--- config.mk ---
export PLATFORM = sky130hd
export DESIGN_NAME = rm_recovery_monitor
export DESIGN_NICKNAME = d
export VERILOG_FILES = /design/src/rtl/rm_pkg.sv /design/src/rtl/rm_startup_timer.sv /design/src/rtl/rm_recovery_monitor.sv
export VERILOG_INCLUDE_DIRS = /design/src /design/src/rtl
export SDC_FILE = /design/constraint.sdc
export NUM_CORES = 1
export LEC_CHECK = 0
export BUFFER_PORTS_ARGS = -buffer_cell sky130_fd_sc_hd__clkbuf_2
export CAP_MARGIN = 25
export CORE_MARGIN = 5
export CORE_UTILIZATION = 50
export CTS_BUF_LIST = sky130_fd_sc_hd__clkbuf_4
export CTS_CLUSTER_SIZE = 12
export DETAILED_ROUTE_END_ITERATION = 8
export GPL_TIMING_DRIVEN = 0
export PLACE_DENSITY = 0.69
export SETUP_SLACK_MARGIN = 0.15
export SLEW_MARGIN = 10
export SYNTH_ARGS = -nofsm -noshare
export SYNTH_HDL_FRONTEND = slang
export SYNTH_SLANG_ARGS = --single-unit
--- constraint.sdc ---
create_clock -name core_clk -period 2.6 [get_ports core_clk]
set_clock_uncertainty 0.05 [all_clocks]
set_input_delay 0.39 -clock core_clk [delete_from_list [all_inputs] [get_ports core_clk]]
set_output_delay 0.39 -clock core_clk [all_outputs]
set_load 0.005 [all_outputs]
--- src/rtl/rm_consts.svh ---
`ifndef RM_CONSTS_SVH
`define RM_CONSTS_SVH

// ****************************************************************
// Frame and control word fields
// ****************************************************************
`define RM_FRAME_BITS     24
`define RM_BIT_REG_SEL    0
`define RM_BIT_MON_LO     18
`define RM_BIT_MON_HI     19
`define RM_BIT_REC_DIS    20
`define RM_BIT_DUTY       21
`define RM_BIT_STAT_RST   22
`define RM_BIT_ENABLE     23
`define RM_CTRL_RESET     24'h000000

// ****************************************************************
// Status word fields
// ****************************************************************
`define RM_ST_NO_ERR      0
`define RM_ST_NOT_READY   18
`define RM_ST_TW          19
`define RM_ST_TSD         20
`define RM_ST_UV          21
`define RM_ST_OV          22
`define RM_ST_ALWAYS_ONE  23

// ****************************************************************
// Timing
// ****************************************************************
`define RM_CLK_HZ         40000000
`define RM_STARTUP_NS     10000
`define RM_STARTUP_CYC    ((`RM_STARTUP_NS * (`RM_CLK_HZ / 1000000) + 999) / 1000)

`endif

--- src/rtl/rm_pkg.sv ---
package rm_pkg;

    // Monitor routing, coded as {bit 19, bit 18}
    typedef enum logic [1:0] {
        RM_MON_HIGH_SIDE_HEAVY = 2'h0,
        RM_MON_HIGH_SIDE_A     = 2'h1,
        RM_MON_HALF_BRIDGE_ONE = 2'h2,
        RM_MON_HIGH_SIDE_B     = 2'h3
    } rm_mon_sel_e;

    typedef struct packed {
        logic sclk;
        logic select_low;
        logic di;
    } rm_spi_in_s;

    typedef struct packed {
        logic ov;
        logic uv;
        logic thermal_shutdown_flag;
        logic tw;
    } rm_fault_s;

    typedef struct packed {
        logic        busy;
        logic [15:0] cnt;
    } rm_timer_s;

    typedef struct packed {
        logic [1:0]  sclk_s;
        logic [1:0]  csn_s;
        logic [1:0]  di_s;
        rm_fault_s   ev_s0;
        rm_fault_s   ev_s1;
        logic        sclk_q;
        logic        csn_q;
        logic        loaded;
        logic [4:0]  bit_cnt;
        logic [23:0] shift_in;
        logic [23:0] shift_out;
        logic [23:0] ctrl;
        rm_fault_s   flags;
        logic        active_q;
        logic        spi_do;
        logic        spi_do_oe;
        logic        outputs_enable;
    } rm_core_s;

endpackage : rm_pkg

--- src/rtl/rm_startup_timer.sv ---
`include "rm_consts.svh"

module rm_startup_timer #(
    parameter int STARTUP_CYCLES = `RM_STARTUP_CYC
) (
    input  wire logic core_clk,
    input  wire logic rst,
    input  wire logic run,
    input  wire logic start,
    output logic      busy
);
    import rm_pkg::*;

    rm_timer_s s;
    rm_timer_s next_s;

    always_comb begin
        next_s = s;
        if (!run) begin
            next_s.busy = 1'b0;
        end else if (start) begin
            next_s.busy = 1'b1;
            next_s.cnt  = 16'(STARTUP_CYCLES - 1);
        end else if (s.busy) begin
            if (s.cnt == 16'h0000) begin
                next_s.busy = 1'b0;
            end else begin
                next_s.cnt = s.cnt - 16'h0001;
            end
        end
    end

    always_ff @(posedge core_clk) begin
        if (rst) begin
            s <= '0;
        end else begin
            s <= next_s;
        end
    end

    assign busy = s.busy;

    // ****************************************************************
    // Checks
    // ****************************************************************
    property p_timer_ends;
        @(posedge core_clk) disable iff (rst)
        run && !start && s.busy && s.cnt == 16'h0000 |=> !busy;
    endproperty
    a_timer_ends: assert property (p_timer_ends)
        else $error("startup timer did not end at zero");

    property p_timer_counts;
        @(posedge core_clk) disable iff (rst)
        run && !start && s.busy && s.cnt != 16'h0000
            |=> busy && s.cnt == $past(s.cnt) - 16'h0001;
    endproperty
    a_timer_counts: assert property (p_timer_counts)
        else $error("startup timer did not count down");

endmodule : rm_startup_timer

--- src/rtl/rm_recovery_monitor.sv ---
`include "rm_consts.svh"

module rm_recovery_monitor #(
    parameter int STARTUP_CYCLES = `RM_STARTUP_CYC
) (
    input  wire logic                core_clk,
    input  wire logic                rst,
    input  wire rm_pkg::rm_spi_in_s  spi_in,
    input  wire rm_pkg::rm_fault_s   fault_in,
    output logic                     spi_do,
    output logic                     spi_do_oe,
    output logic                     outputs_enable,
    output logic                     active_mode,
    output logic                     not_ready,
    output rm_pkg::rm_mon_sel_e      monitor_sel,
    output logic                     oc_recovery_duty,
    output rm_pkg::rm_fault_s        fault_flags
);
    import rm_pkg::*;

    rm_core_s s;
    rm_core_s next_s;
    logic     sclk_rise;
    logic     sclk_fall;
    logic     csn_fall;
    logic     frame_ok;
    logic     wr_ctrl;
    logic     clr_stat;
    logic     tmr_start;
    logic     timer_busy;
    logic [23:0] stat_now;

    // Status word 0 image; bit 0 is the NOR of bits 1 to 22
    function automatic logic [23:0] status_word(input rm_fault_s f,
                                                input logic nrdy);
        logic [23:0] w;
        w                    = 24'h000000;
        w[`RM_ST_ALWAYS_ONE] = 1'b1;
        w[`RM_ST_OV]         = f.ov;
        w[`RM_ST_UV]         = f.uv;
        w[`RM_ST_TSD]        = f.thermal_shutdown_flag;
        w[`RM_ST_TW]         = f.tw;
        w[`RM_ST_NOT_READY]  = nrdy;
        w[`RM_ST_NO_ERR]     = ~|w[22:1];
        return w;
    endfunction : status_word

    // ****************************************************************
    // Start-up timer
    // ****************************************************************
    rm_startup_timer #(
        .STARTUP_CYCLES (STARTUP_CYCLES)
    ) u_timer (
        .core_clk (core_clk),
        .rst      (rst),
        .run      (s.ctrl[`RM_BIT_ENABLE]),
        .start    (tmr_start),
        .busy     (timer_busy)
    );

    // ****************************************************************
    // Next state
    // ****************************************************************
    always_comb begin
        next_s = s;

        // Pin synchronisers
        next_s.sclk_s = {s.sclk_s[0], spi_in.sclk};
        next_s.csn_s  = {s.csn_s[0], spi_in.select_low};
        next_s.di_s   = {s.di_s[0], spi_in.di};
        next_s.ev_s0  = fault_in;
        next_s.ev_s1  = s.ev_s0;
        next_s.sclk_q = s.sclk_s[1];
        next_s.csn_q  = s.csn_s[1];

        sclk_rise = s.sclk_s[1] & ~s.sclk_q & ~s.csn_s[1];
        sclk_fall = ~s.sclk_s[1] & s.sclk_q & ~s.csn_s[1];
        csn_fall  = ~s.csn_s[1] & s.csn_q;
        frame_ok  = s.csn_s[1] & ~s.csn_q
                  & (s.bit_cnt == 5'(`RM_FRAME_BITS));
        wr_ctrl   = frame_ok & ~s.shift_in[`RM_BIT_REG_SEL];
        clr_stat  = frame_ok & s.shift_in[`RM_BIT_STAT_RST];
        tmr_start = s.ctrl[`RM_BIT_ENABLE] & ~s.active_q;
        stat_now  = status_word(s.flags, timer_busy);

        // ************************************************************
        // Serial frame
        // ************************************************************
        if (csn_fall) begin
            next_s.bit_cnt = 5'h00;
            next_s.loaded  = 1'b0;
        end
        if (sclk_rise) begin
            next_s.shift_in = {s.di_s[1], s.shift_in[23:1]};
            if (s.bit_cnt != 5'h1f) begin
                next_s.bit_cnt = s.bit_cnt + 5'h01;
            end
            if (!s.loaded) begin
                next_s.shift_out = stat_now;
                next_s.loaded    = 1'b1;
            end
        end
        if (sclk_fall && s.loaded) begin
            next_s.shift_out = {1'b0, s.shift_out[23:1]};
        end
        next_s.spi_do_oe = ~s.csn_s[1];
        next_s.spi_do    = next_s.loaded ? next_s.shift_out[0]
                         : stat_now[`RM_ST_NO_ERR];

        // ************************************************************
        // Control word
        // ************************************************************
        if (wr_ctrl) begin
            next_s.ctrl = s.shift_in;
        end
        next_s.active_q = s.ctrl[`RM_BIT_ENABLE];

        // ************************************************************
        // Sticky faults: set wins over clear, standby clears all
        // ************************************************************
        if (clr_stat || !s.ctrl[`RM_BIT_ENABLE]) begin
            next_s.flags = '0;
        end
        if (s.ctrl[`RM_BIT_ENABLE]) begin
            next_s.flags = next_s.flags | s.ev_s1;
        end

        // ************************************************************
        // Output permission
        // ************************************************************
        next_s.outputs_enable = s.ctrl[`RM_BIT_ENABLE] & s.active_q
            & ~timer_busy
            & ~s.flags.thermal_shutdown_flag & ~s.ev_s1.thermal_shutdown_flag
            & ~s.ev_s1.ov & ~s.ev_s1.uv
            & ~(s.ctrl[`RM_BIT_REC_DIS]
                & (s.flags.ov | s.flags.uv));
    end

    always_ff @(posedge core_clk) begin
        if (rst) begin
            // Select synchroniser rests at the idle (high) pin level
            s       <= '0;
            s.csn_s <= 2'h3;
            s.csn_q <= 1'b1;
        end else begin
            s <= next_s;
        end
    end

    assign spi_do           = s.spi_do;
    assign spi_do_oe        = s.spi_do_oe;
    assign outputs_enable   = s.outputs_enable;
    assign active_mode      = s.ctrl[`RM_BIT_ENABLE];
    assign not_ready        = timer_busy;
    assign monitor_sel      = rm_mon_sel_e'(s.ctrl[`RM_BIT_MON_HI:
                                                  `RM_BIT_MON_LO]);
    assign oc_recovery_duty = s.ctrl[`RM_BIT_DUTY];
    assign fault_flags      = s.flags;

    // ****************************************************************
    // Checks
    // ****************************************************************
    property p_uv_auto_recover;
        @(posedge core_clk) disable iff (rst)
        active_mode && s.active_q && !not_ready && fault_flags.thermal_shutdown_flag == 1'b0
            && !(s.ctrl[`RM_BIT_REC_DIS] && (fault_flags.ov || fault_flags.uv))
            && s.ev_s1 == '0 |=> outputs_enable;
    endproperty
    a_uv_auto_recover: assert property (p_uv_auto_recover)
        else $error("outputs not restored after supply recovery");

    property p_tsd_off;
        @(posedge core_clk) disable iff (rst)
        fault_flags.thermal_shutdown_flag |=> !outputs_enable;
    endproperty
    a_tsd_off: assert property (p_tsd_off)
        else $error("outputs on during thermal shutdown");

    property p_tw_held;
        @(posedge core_clk) disable iff (rst)
        fault_flags.tw && !clr_stat && active_mode |=> fault_flags.tw;
    endproperty
    a_tw_held: assert property (p_tw_held)
        else $error("temperature warning lost without clear");

    property p_start_not_ready;
        @(posedge core_clk) disable iff (rst)
        tmr_start |=> not_ready ##1 !outputs_enable;
    endproperty
    a_start_not_ready: assert property (p_start_not_ready)
        else $error("not-ready not raised on activation");

    property p_ready_enables;
        @(posedge core_clk) disable iff (rst)
        $fell(not_ready) && active_mode && fault_flags == '0
            && s.ev_s1 == '0 |=> outputs_enable;
    endproperty
    a_ready_enables: assert property (p_ready_enables)
        else $error("outputs not enabled after start-up");

    property p_mon_sel;
        @(posedge core_clk) disable iff (rst)
        wr_ctrl |=> monitor_sel == rm_mon_sel_e'($past(s.shift_in[19:18]));
    endproperty
    a_mon_sel: assert property (p_mon_sel)
        else $error("monitor select not taken from frame");

    property p_duty;
        @(posedge core_clk) disable iff (rst)
        wr_ctrl |=> oc_recovery_duty == $past(s.shift_in[21]);
    endproperty
    a_duty: assert property (p_duty)
        else $error("recovery duty bit not taken from frame");

    property p_uv_flag;
        @(posedge core_clk) disable iff (rst)
        s.ev_s1.uv && active_mode |=> fault_flags.uv && !outputs_enable;
    endproperty
    a_uv_flag: assert property (p_uv_flag)
        else $error("undervoltage not flagged or outputs on");

    property p_stat_clear;
        @(posedge core_clk) disable iff (rst)
        clr_stat && s.ev_s1 == '0 |=> fault_flags == '0;
    endproperty
    a_stat_clear: assert property (p_stat_clear)
        else $error("status not cleared by reset frame");

    property p_mode;
        @(posedge core_clk) disable iff (rst)
        wr_ctrl |=> active_mode == $past(s.shift_in[23]);
    endproperty
    a_mode: assert property (p_mode)
        else $error("mode bit not taken from frame");

endmodule : rm_recovery_monitor

## Yosys cells after proc, flatten, opt, wreduce, memory -nomap -nowiden

Index checks and enable logic that the tools add are counted.

- Bits in registers: 119
- Output and inout port bits: 12

- Add/subtract/negate cells: 2
- Equal/unequal tests: 4
- Mux-type cells: 13
- Bitwise operators: 34
- Reductions and logical operators: 13

Operators with widths:

| kind | number |
|---|---|
| $mux W54 | 1 |
| $mux W17 | 2 |
| $mux W24 | 1 |
| $mux W23 | 1 |
| $and A1 B1 Y1 | 18 |
| $logic_not A16 Y1 | 1 |
| $mux W16 | 1 |
| $sub A16 B1 Y16 const B | 1 |
| $not A1 Y1 | 14 |
| $mux W4 | 2 |
| $mux W6 | 1 |
| $add A5 B1 Y5 const B | 1 |
| $eq A5 B5 Y1 const B | 1 |
| $mux W5 | 1 |
| $ne A5 B5 Y1 const B | 1 |
| $reduce_or A5 Y1 | 1 |
| $or A4 B4 Y4 | 1 |
| $reduce_and A2 Y1 | 2 |
| $reduce_bool A2 Y1 | 2 |
| $reduce_or A2 Y1 | 2 |
| $mux W1 | 3 |
| $reduce_and A3 Y1 | 1 |
| $logic_not A1 Y1 | 2 |
| $ne A2 B1 Y1 const B | 1 |
| 4 further kinds | 4 |

## Longest topological paths before layout

Gate-level depths: netlist of run 1.

- Depth after elaboration: 8
- Mapped depth: 8

## By module

A second synthesis of run 1 with hierarchy kept.

- Cell total of the unflattened synthesis: 473
- Area total of the unflattened synthesis: 4255.3 um^2

Modules (own cells, without submodules):

| module | times used | cells an instance | area each (um^2) | seq. area each (um^2) |
|---|---|---|---|---|
| rm_recovery_monitor | 1 | 338 | 3070.4 | 1661.6 |
| rm_startup_timer | 1 | 135 | 1184.9 | 340.3 |

## Worst setup path before layout of run 1

OpenSTA, ideal clock, no wires.

- Path kind: reg2reg
- Start: reg u_timer.s[10] (netlist name)
- End: reg u_timer.s[15] (netlist name)
- Setup time: 0.063 ns
- Data arrival time: 1.778 ns
- Required time: 2.487 ns
- Path slack: 0.709 ns
- Cell stages (with the launch flop): 5
- Clock period less this slack: 1.891 ns
- Cell sequence: dfxtp_1 > or4_1 > or3_4 > or4_1 > nand3_1

- Word-level cells in the longest chain between the ends: 4

RTL lines:

| element | RTL line | text |
|---|---|---|
| from (decl) | rm_startup_timer.sv:14 | `rm_timer_s s;` |
| from (signal assigned) | rm_startup_timer.sv:37 | `s <= next_s;` |
| $sub A16 B1 Y16 | rm_startup_timer.sv:28 | `next_s.cnt = s.cnt - 16'h0001;` |
| $mux W16 | rm_startup_timer.sv:25 | `if (s.cnt == 16'h0000) begin` |
| $mux W17 | rm_startup_timer.sv:24 | `end else if (s.busy) begin` |
| $mux W17 | rm_startup_timer.sv:21 | `end else if (start) begin` |

Parallel ways exist; a longest one is shown, timed or not. The select of a mux whose other input is x is not followed.
A chain may end at the register's enable or synchronous reset.

## Worst setup path after layout of run 1

- Start: reg u_timer.s[0] (netlist name)
- End: reg u_timer.s[8] (netlist name)

Same word-level chain as after synthesis.

==> flow_summary.json, run 1 <==
{
  "dp_cells": 592,
  "grt_max_degree": 18,
  "n_antenna_cell": 0,
  "drt-initial-drc-count": 213,
  "cp-start-kind": "flop",
  "finish.utilization": 0.571,
  "grt_usage": 0.172,
  "synth_compound_area_frac": 0.152,
  "synth_top_family_by_area": "simple AND/OR/NAND/NOR gates",
  "core_sq_um": 7810,
  "p_per_area_nw_per_um2": 577,
  "grt_first_pass_wirelength_mm": 14.1,
  "path_buf_inv": 1,
  "gr-total-overflow": 0,
  "ys_seq_area_frac": 0.495,
  "yosys.area_share.simple": 0.270,
  "wire_per_inst_um": 13.8,
  "synth-async-reset-ratio": 0,
  "port_buffers": 20,
  "arrival_ns": 2.58,
  "syn2layout_area_growth_pct": 10.1,
  "min_path_type": "in -> reg",
  "viasPerCell": 5.51,
  "tns_ns": 0,
  "max_stage_delay_ns": 0.52,
  "io_pins": 21,
  "dieArea_sq_um": 9990,
  "cp_cell_sequence": "inv_1 > ha_1 > nor4b_4 > nand4_1 > a31oi_1 > a2111oi_0",
  "synth_top_cell_area_share": 0.495,
  "yosys-top-cells-area": "dfxtp_1 (49%), nand2_1 (7.6%), a21oi_1 (7.1%)",
  "clk_latency_ns": 0.43,
  "start_util": 0.518,
  "relSlewSlack": 0.456,
  "post-synth-top-count-cell": "dfxtp_1",
  "ir_drop_mv": 0.275,
  "status": "finished, final reports clean",
  "period_needed_ns": 2.33,
  "cts_tree": "yes",
  "synth_enable_flop_cells": 0,
  "power_mw": 2.57,
  "dp_hpwl_mm": 5.88,
  "syn_inst": 470,
  "setup.worst_path.class": "reg -> reg",
  "cts.sinks": 100,
  "clk_pin_slew_worst_paths_ns": 0.14,
  "cts_buffer_depth": 2,
  "layout-drive-gt1-share": 0.124,
  "finalSetupViolCount": 0,
  "rows": 32,
  "grt_pass1_vias": 3010,
  "critPathRequiredTime_ns": 2.85,
  "critical-path-top-delay-family": "compound AO/OA/AOI/OAI gates",
  "cp_slowest_cell": "a31oi_1",
  "ys_ff_latch": 100,
  "synth_fa_ha_area_frac": 0.0124,
  "drc_errors": 0,
  "cellLeakagePower_nw": 1.54,
  "rsz0062_at_grt": "false",
  "fmax_mhz": 429,
  "clockRootBuffer": "clkbuf_4",
  "antenna_left": 0,
  "drv_cap": 0,
  "syn_area_per_cell_sq_um": 8.61,
  "cp-end-kind": "flop",
  "synth_xor_area_frac": 0.00433,
  "synth.distinct_cells": 59,
  "wl_mm": 8.42,
  "dieHeight_um": 100,
  "yosys_warnings": 0,
  "hold_viol_final": 0,
  "syn_area_sq_um": 4050,
  "worstPathMaxFanout": 6,
  "synth_top_area_cell": "dfxtp_1",
  "final_nets": 515,
  "drt_first_pass_iters": 4,
  "synth.area.mux_share": 0.0124,
  "worst_pin_slew_ns": 0.810,
  "die_x_um": 100,
  "h-tree-depth": 3,
  "synth_flop_cell": "dfxtp_1",
  "final_cells": 609,
  "dr_total_vias": 3357,
  "timing.final.max_slew_violations": 0,
  "hold_ws_ns": 0.0806,
  "layout_worst_path_cycle_share": 0.896,
  "gp_congestion": 0.938,
  "cts_buffers": 9,
  "syn_nets": 483,
  "final.fill_count": 741,
  "synthTopCellsByCount": "dfxtp_1 (100), nand2_1 (82), a21oi_1 (57), nor2_1 (26), clkbuf_1 (25)",
  "antenna_found_initial": 0
}
registers in the layout, summed over array words and instances (netlist names):
| register | count |
|---|---|
| active_mode | 1 |
| fault_flags | 4 |
| monitor_sel | 2 |
| next_s | 9 |
| oc_recovery_duty | 1 |
| outputs_enable | 1 |
| s | 63 |
| spi_do | 1 |
| spi_do_oe | 1 |
| u_timer.busy | 1 |
| u_timer.s | 16 |
stage by stage:
step | cell area, sq um | setup WS, ns
3_5_place_dp | 4270 | 0.341
5_1_grt | 4450 | 0.151
6_report | 4450 | 0.271
2_1_floorplan | 4050 | 0.709
3_3_place_gp | 4270 | 0.413
4_1_cts | 4440 | 0.298
kinds of logic after synthesis:
logic type	Yosys count
AOI/OAI and AO/OA	100
xor gates and xnor gates	2
adders and majority gates	4
buffers and inverters	51
DFF	100
muxes	5
and+or+nand+nor	208
layer usage:
metal / track usage / part of all wire / wire length [um]
met5: 0 / 0 / 0
met2: 0.253 / 0.44 / 3740
met1: 0.250 / 0.50 / 4200
met3: 0.0320 / 0.044 / 368
met4: 0.0599 / 0.013 / 110
final cells by class:
type	count	area [sq um]	area share
Sequential cell	100	2000	0.449
Clock inverter	7	97.6	0.0219
Buffer	35	160	0.0360
Tap cell	102	128	0.0287
Multi-Input combinational cell	319	1830	0.411
Clock buffer	9	67.6	0.0152
Timing Repair Buffer	21	108	0.0242
Inverter	16	60.1	0.0135
worst paths after layout:
| check | from | end | slack [ns] | depth (start not counted) |
|---|---|---|---|---|
| min reg2reg | next_s[99] | next_s[86] | 0.39 | 1 |
| min | spi_in[1] | next_s[99] | 0.08 | 2 |
| max | u_timer.s[0] | u_timer.s[8] | 0.27 | 6 |
| max reg2reg | u_timer.s[0] | u_timer.s[8] | 0.27 | 6 |
repair_timing:
item                       4_1_cts  5_1_grt
hold buffers                     0        0
buffers inserted                 0        1
hold endpoints to repair         0        0
resized for setup                0        2
setup endpoints to repair        0        4
placed cells by master (no fill, tap or decap), drive strengths merged, types with 9 or more instances in the layout:
| cell | n |
|---|---|
| a21oi | 57 |
| nand2 | 82 |
| nor4 | 11 |
| nor2b | 14 |
| dfxtp | 100 |
| inv | 18 |
| nor2 | 26 |
| nor3 | 9 |
| buf | 10 |
| nand3 | 23 |
| clkbuf | 55 |
power by group:
part	switching [mW]	internal [mW]	leakage, nW
sequential	0.00767	1.55	0.809
clock	0.510	0.396	0.0846
combinational	0.0694	0.0375	0.649
Note: power is estimated with default switching activity, not from simulation.
==> run 2, diff against run 1 <==
Clock period 2.6 ns to 2.3 ns, I/O delays scaled along.
==> flow_summary.json, run 2 (same netlist as run 1, synthesis figures left out) <==
{
  "status": "finished, final reports clean",
  "cts_tree": "yes",
  "drv_cap": 0,
  "layout_worst_path_cycle_share": 0.902,
  "layout-drive-gt1-share": 0.149,
  "port_buffers": 20,
  "dieArea_sq_um": 9990,
  "p_per_area_nw_per_um2": 642,
  "cts_buffer_depth": 2,
  "drt-initial-drc-count": 284,
  "wl_mm": 8.40,
  "drc_errors": 0,
  "min_path_type": "in -> reg",
  "grt_max_degree": 18,
  "hold_ws_ns": 0.0351,
  "worstPathMaxFanout": 5,
  "antenna_left": 0,
  "io_pins": 21,
  "critPathRequiredTime_ns": 2.64,
  "gp_congestion": 0.938,
  "ir_drop_mv": 0.312,
  "rows": 32,
  "cts_hold_buf": 0,
  "clockRootBuffer": "clkbuf_4",
  "dp_hpwl_mm": 5.88,
  "n_antenna_cell": 0,
  "cts_buffers": 9,
  "worst_pin_slew_ns": 0.783,
  "gr-total-overflow": 0,
  "relSlewSlack": 0.473,
  "viasPerCell": 5.53,
  "clk_pin_slew_worst_paths_ns": 0.15,
  "core_sq_um": 7810,
  "dpl_cell_area_sq_um": 4270,
  "largest_reg_flops": 63,
  "cellLeakagePower_nw": 1.58,
  "layout_commonest_cell": "dfxtp_1",
  "power_mw": 2.91,
  "drt_first_pass_iters": 4,
  "period_needed_ns": 2.07,
  "h-tree-depth": 3,
  "final_nets": 518,
  "dr_total_vias": 3382,
  "final_cells": 612,
  "arrival_ns": 2.41,
  "fmax_mhz": 482,
  "cp-start-kind": "flop",
  "reg2reg_slack_ns": 0.23,
  "cts.sinks": 100,
  "cp-end-kind": "flop",
  "grt_first_pass_wirelength_mm": 14.2,
  "finalSetupViolCount": 0,
  "grt_usage": 0.173,
  "rsz0062_at_grt": "true",
  "timing.final.max_slew_violations": 0,
  "fin_area_sq_um": 4540,
  "setup.worst_path.class": "reg -> reg",
  "wire_per_inst_um": 13.7,
  "dieHeight_um": 100,
  "antenna_found_initial": 0,
  "syn2layout_area_growth_pct": 12.2,
  "grt_pass1_vias": 3021,
  "die_x_um": 100,
  "start_util": 0.518,
  "dp_cells": 592,
  "tns_ns": 0,
  "top_register": "s",
  "hold_viol_final": 0,
  "final_cell_mix": "dfxtp_1 (100), nand2_1 (82), a21oi_1 (57), nor2_1 (26), clkbuf_2 (24)",
  "clk_latency_ns": 0.44
}
run 2: worst paths after layout:
| kind | startpoint | cells after the start | end |
|---|---|---|---|
| min reg2reg | next_s[99] | 1 | next_s[86] |
| max reg2reg | u_timer.s[0] | 8 | u_timer.s[15] |
| min | spi_in[1] | 2 | next_s[99] |
| max | u_timer.s[0] | 8 | u_timer.s[15] |
run 2: worst max-delay path: stages (launching register included):
cell	delay, ns
dfxtp_1	0.42
inv_1	0.11
ha_2	0.23
nor4b_4	0.14
buf_4	0.15
buf_4	0.13
and3_2	0.20
or4_1	0.52
nand3_1	0.09
run 2: layout make-up:
cell class / instances / area, sq um
Sequential cell: 100 / 2000
Tap cell: 102 / 128
Inverter: 16 / 60.1
Clock inverter: 7 / 97.6
Clock buffer: 9 / 67.6
Timing Repair Buffer: 24 / 130
Multi-Input combinational cell: 319 / 1880
Buffer: 35 / 171
Fill cell: 729 / 3270
run 2: through the flow:
stage                     setup slack [ns]   util
after CTS                            0.157  0.572
after floorplan                      0.409      -
after detailed placement            0.0406  0.547
after global routing                0.0921  0.581
final                                0.226  0.581
after global placement               0.113  0.547
run 2: per-layer routing:
| layer | track usage | routed length, um |
|---|---|---|
| met3 | 0.0320 | 359 |
| met5 | 0 | 0 |
| met1 | 0.252 | 4140 |
| met2 | 0.257 | 3780 |
| met4 | 0.0588 | 122 |
run 2: power breakdown:
| group | switching (mW) | total (mW) | internal, mW |
|---|---|---|---|
| logic | 0.0814 | 0.133 | 0.0519 |
| registers | 0.00894 | 1.76 | 1.75 |
| clock network | 0.574 | 1.02 | 0.447 |
run 2: repair_timing:
action / in CTS / in global routing
gates resized for setup: 3 / 18
setup endpoints to repair: 9 / 34
pin swaps: 0 / 0
buffers inserted: 2 / 2
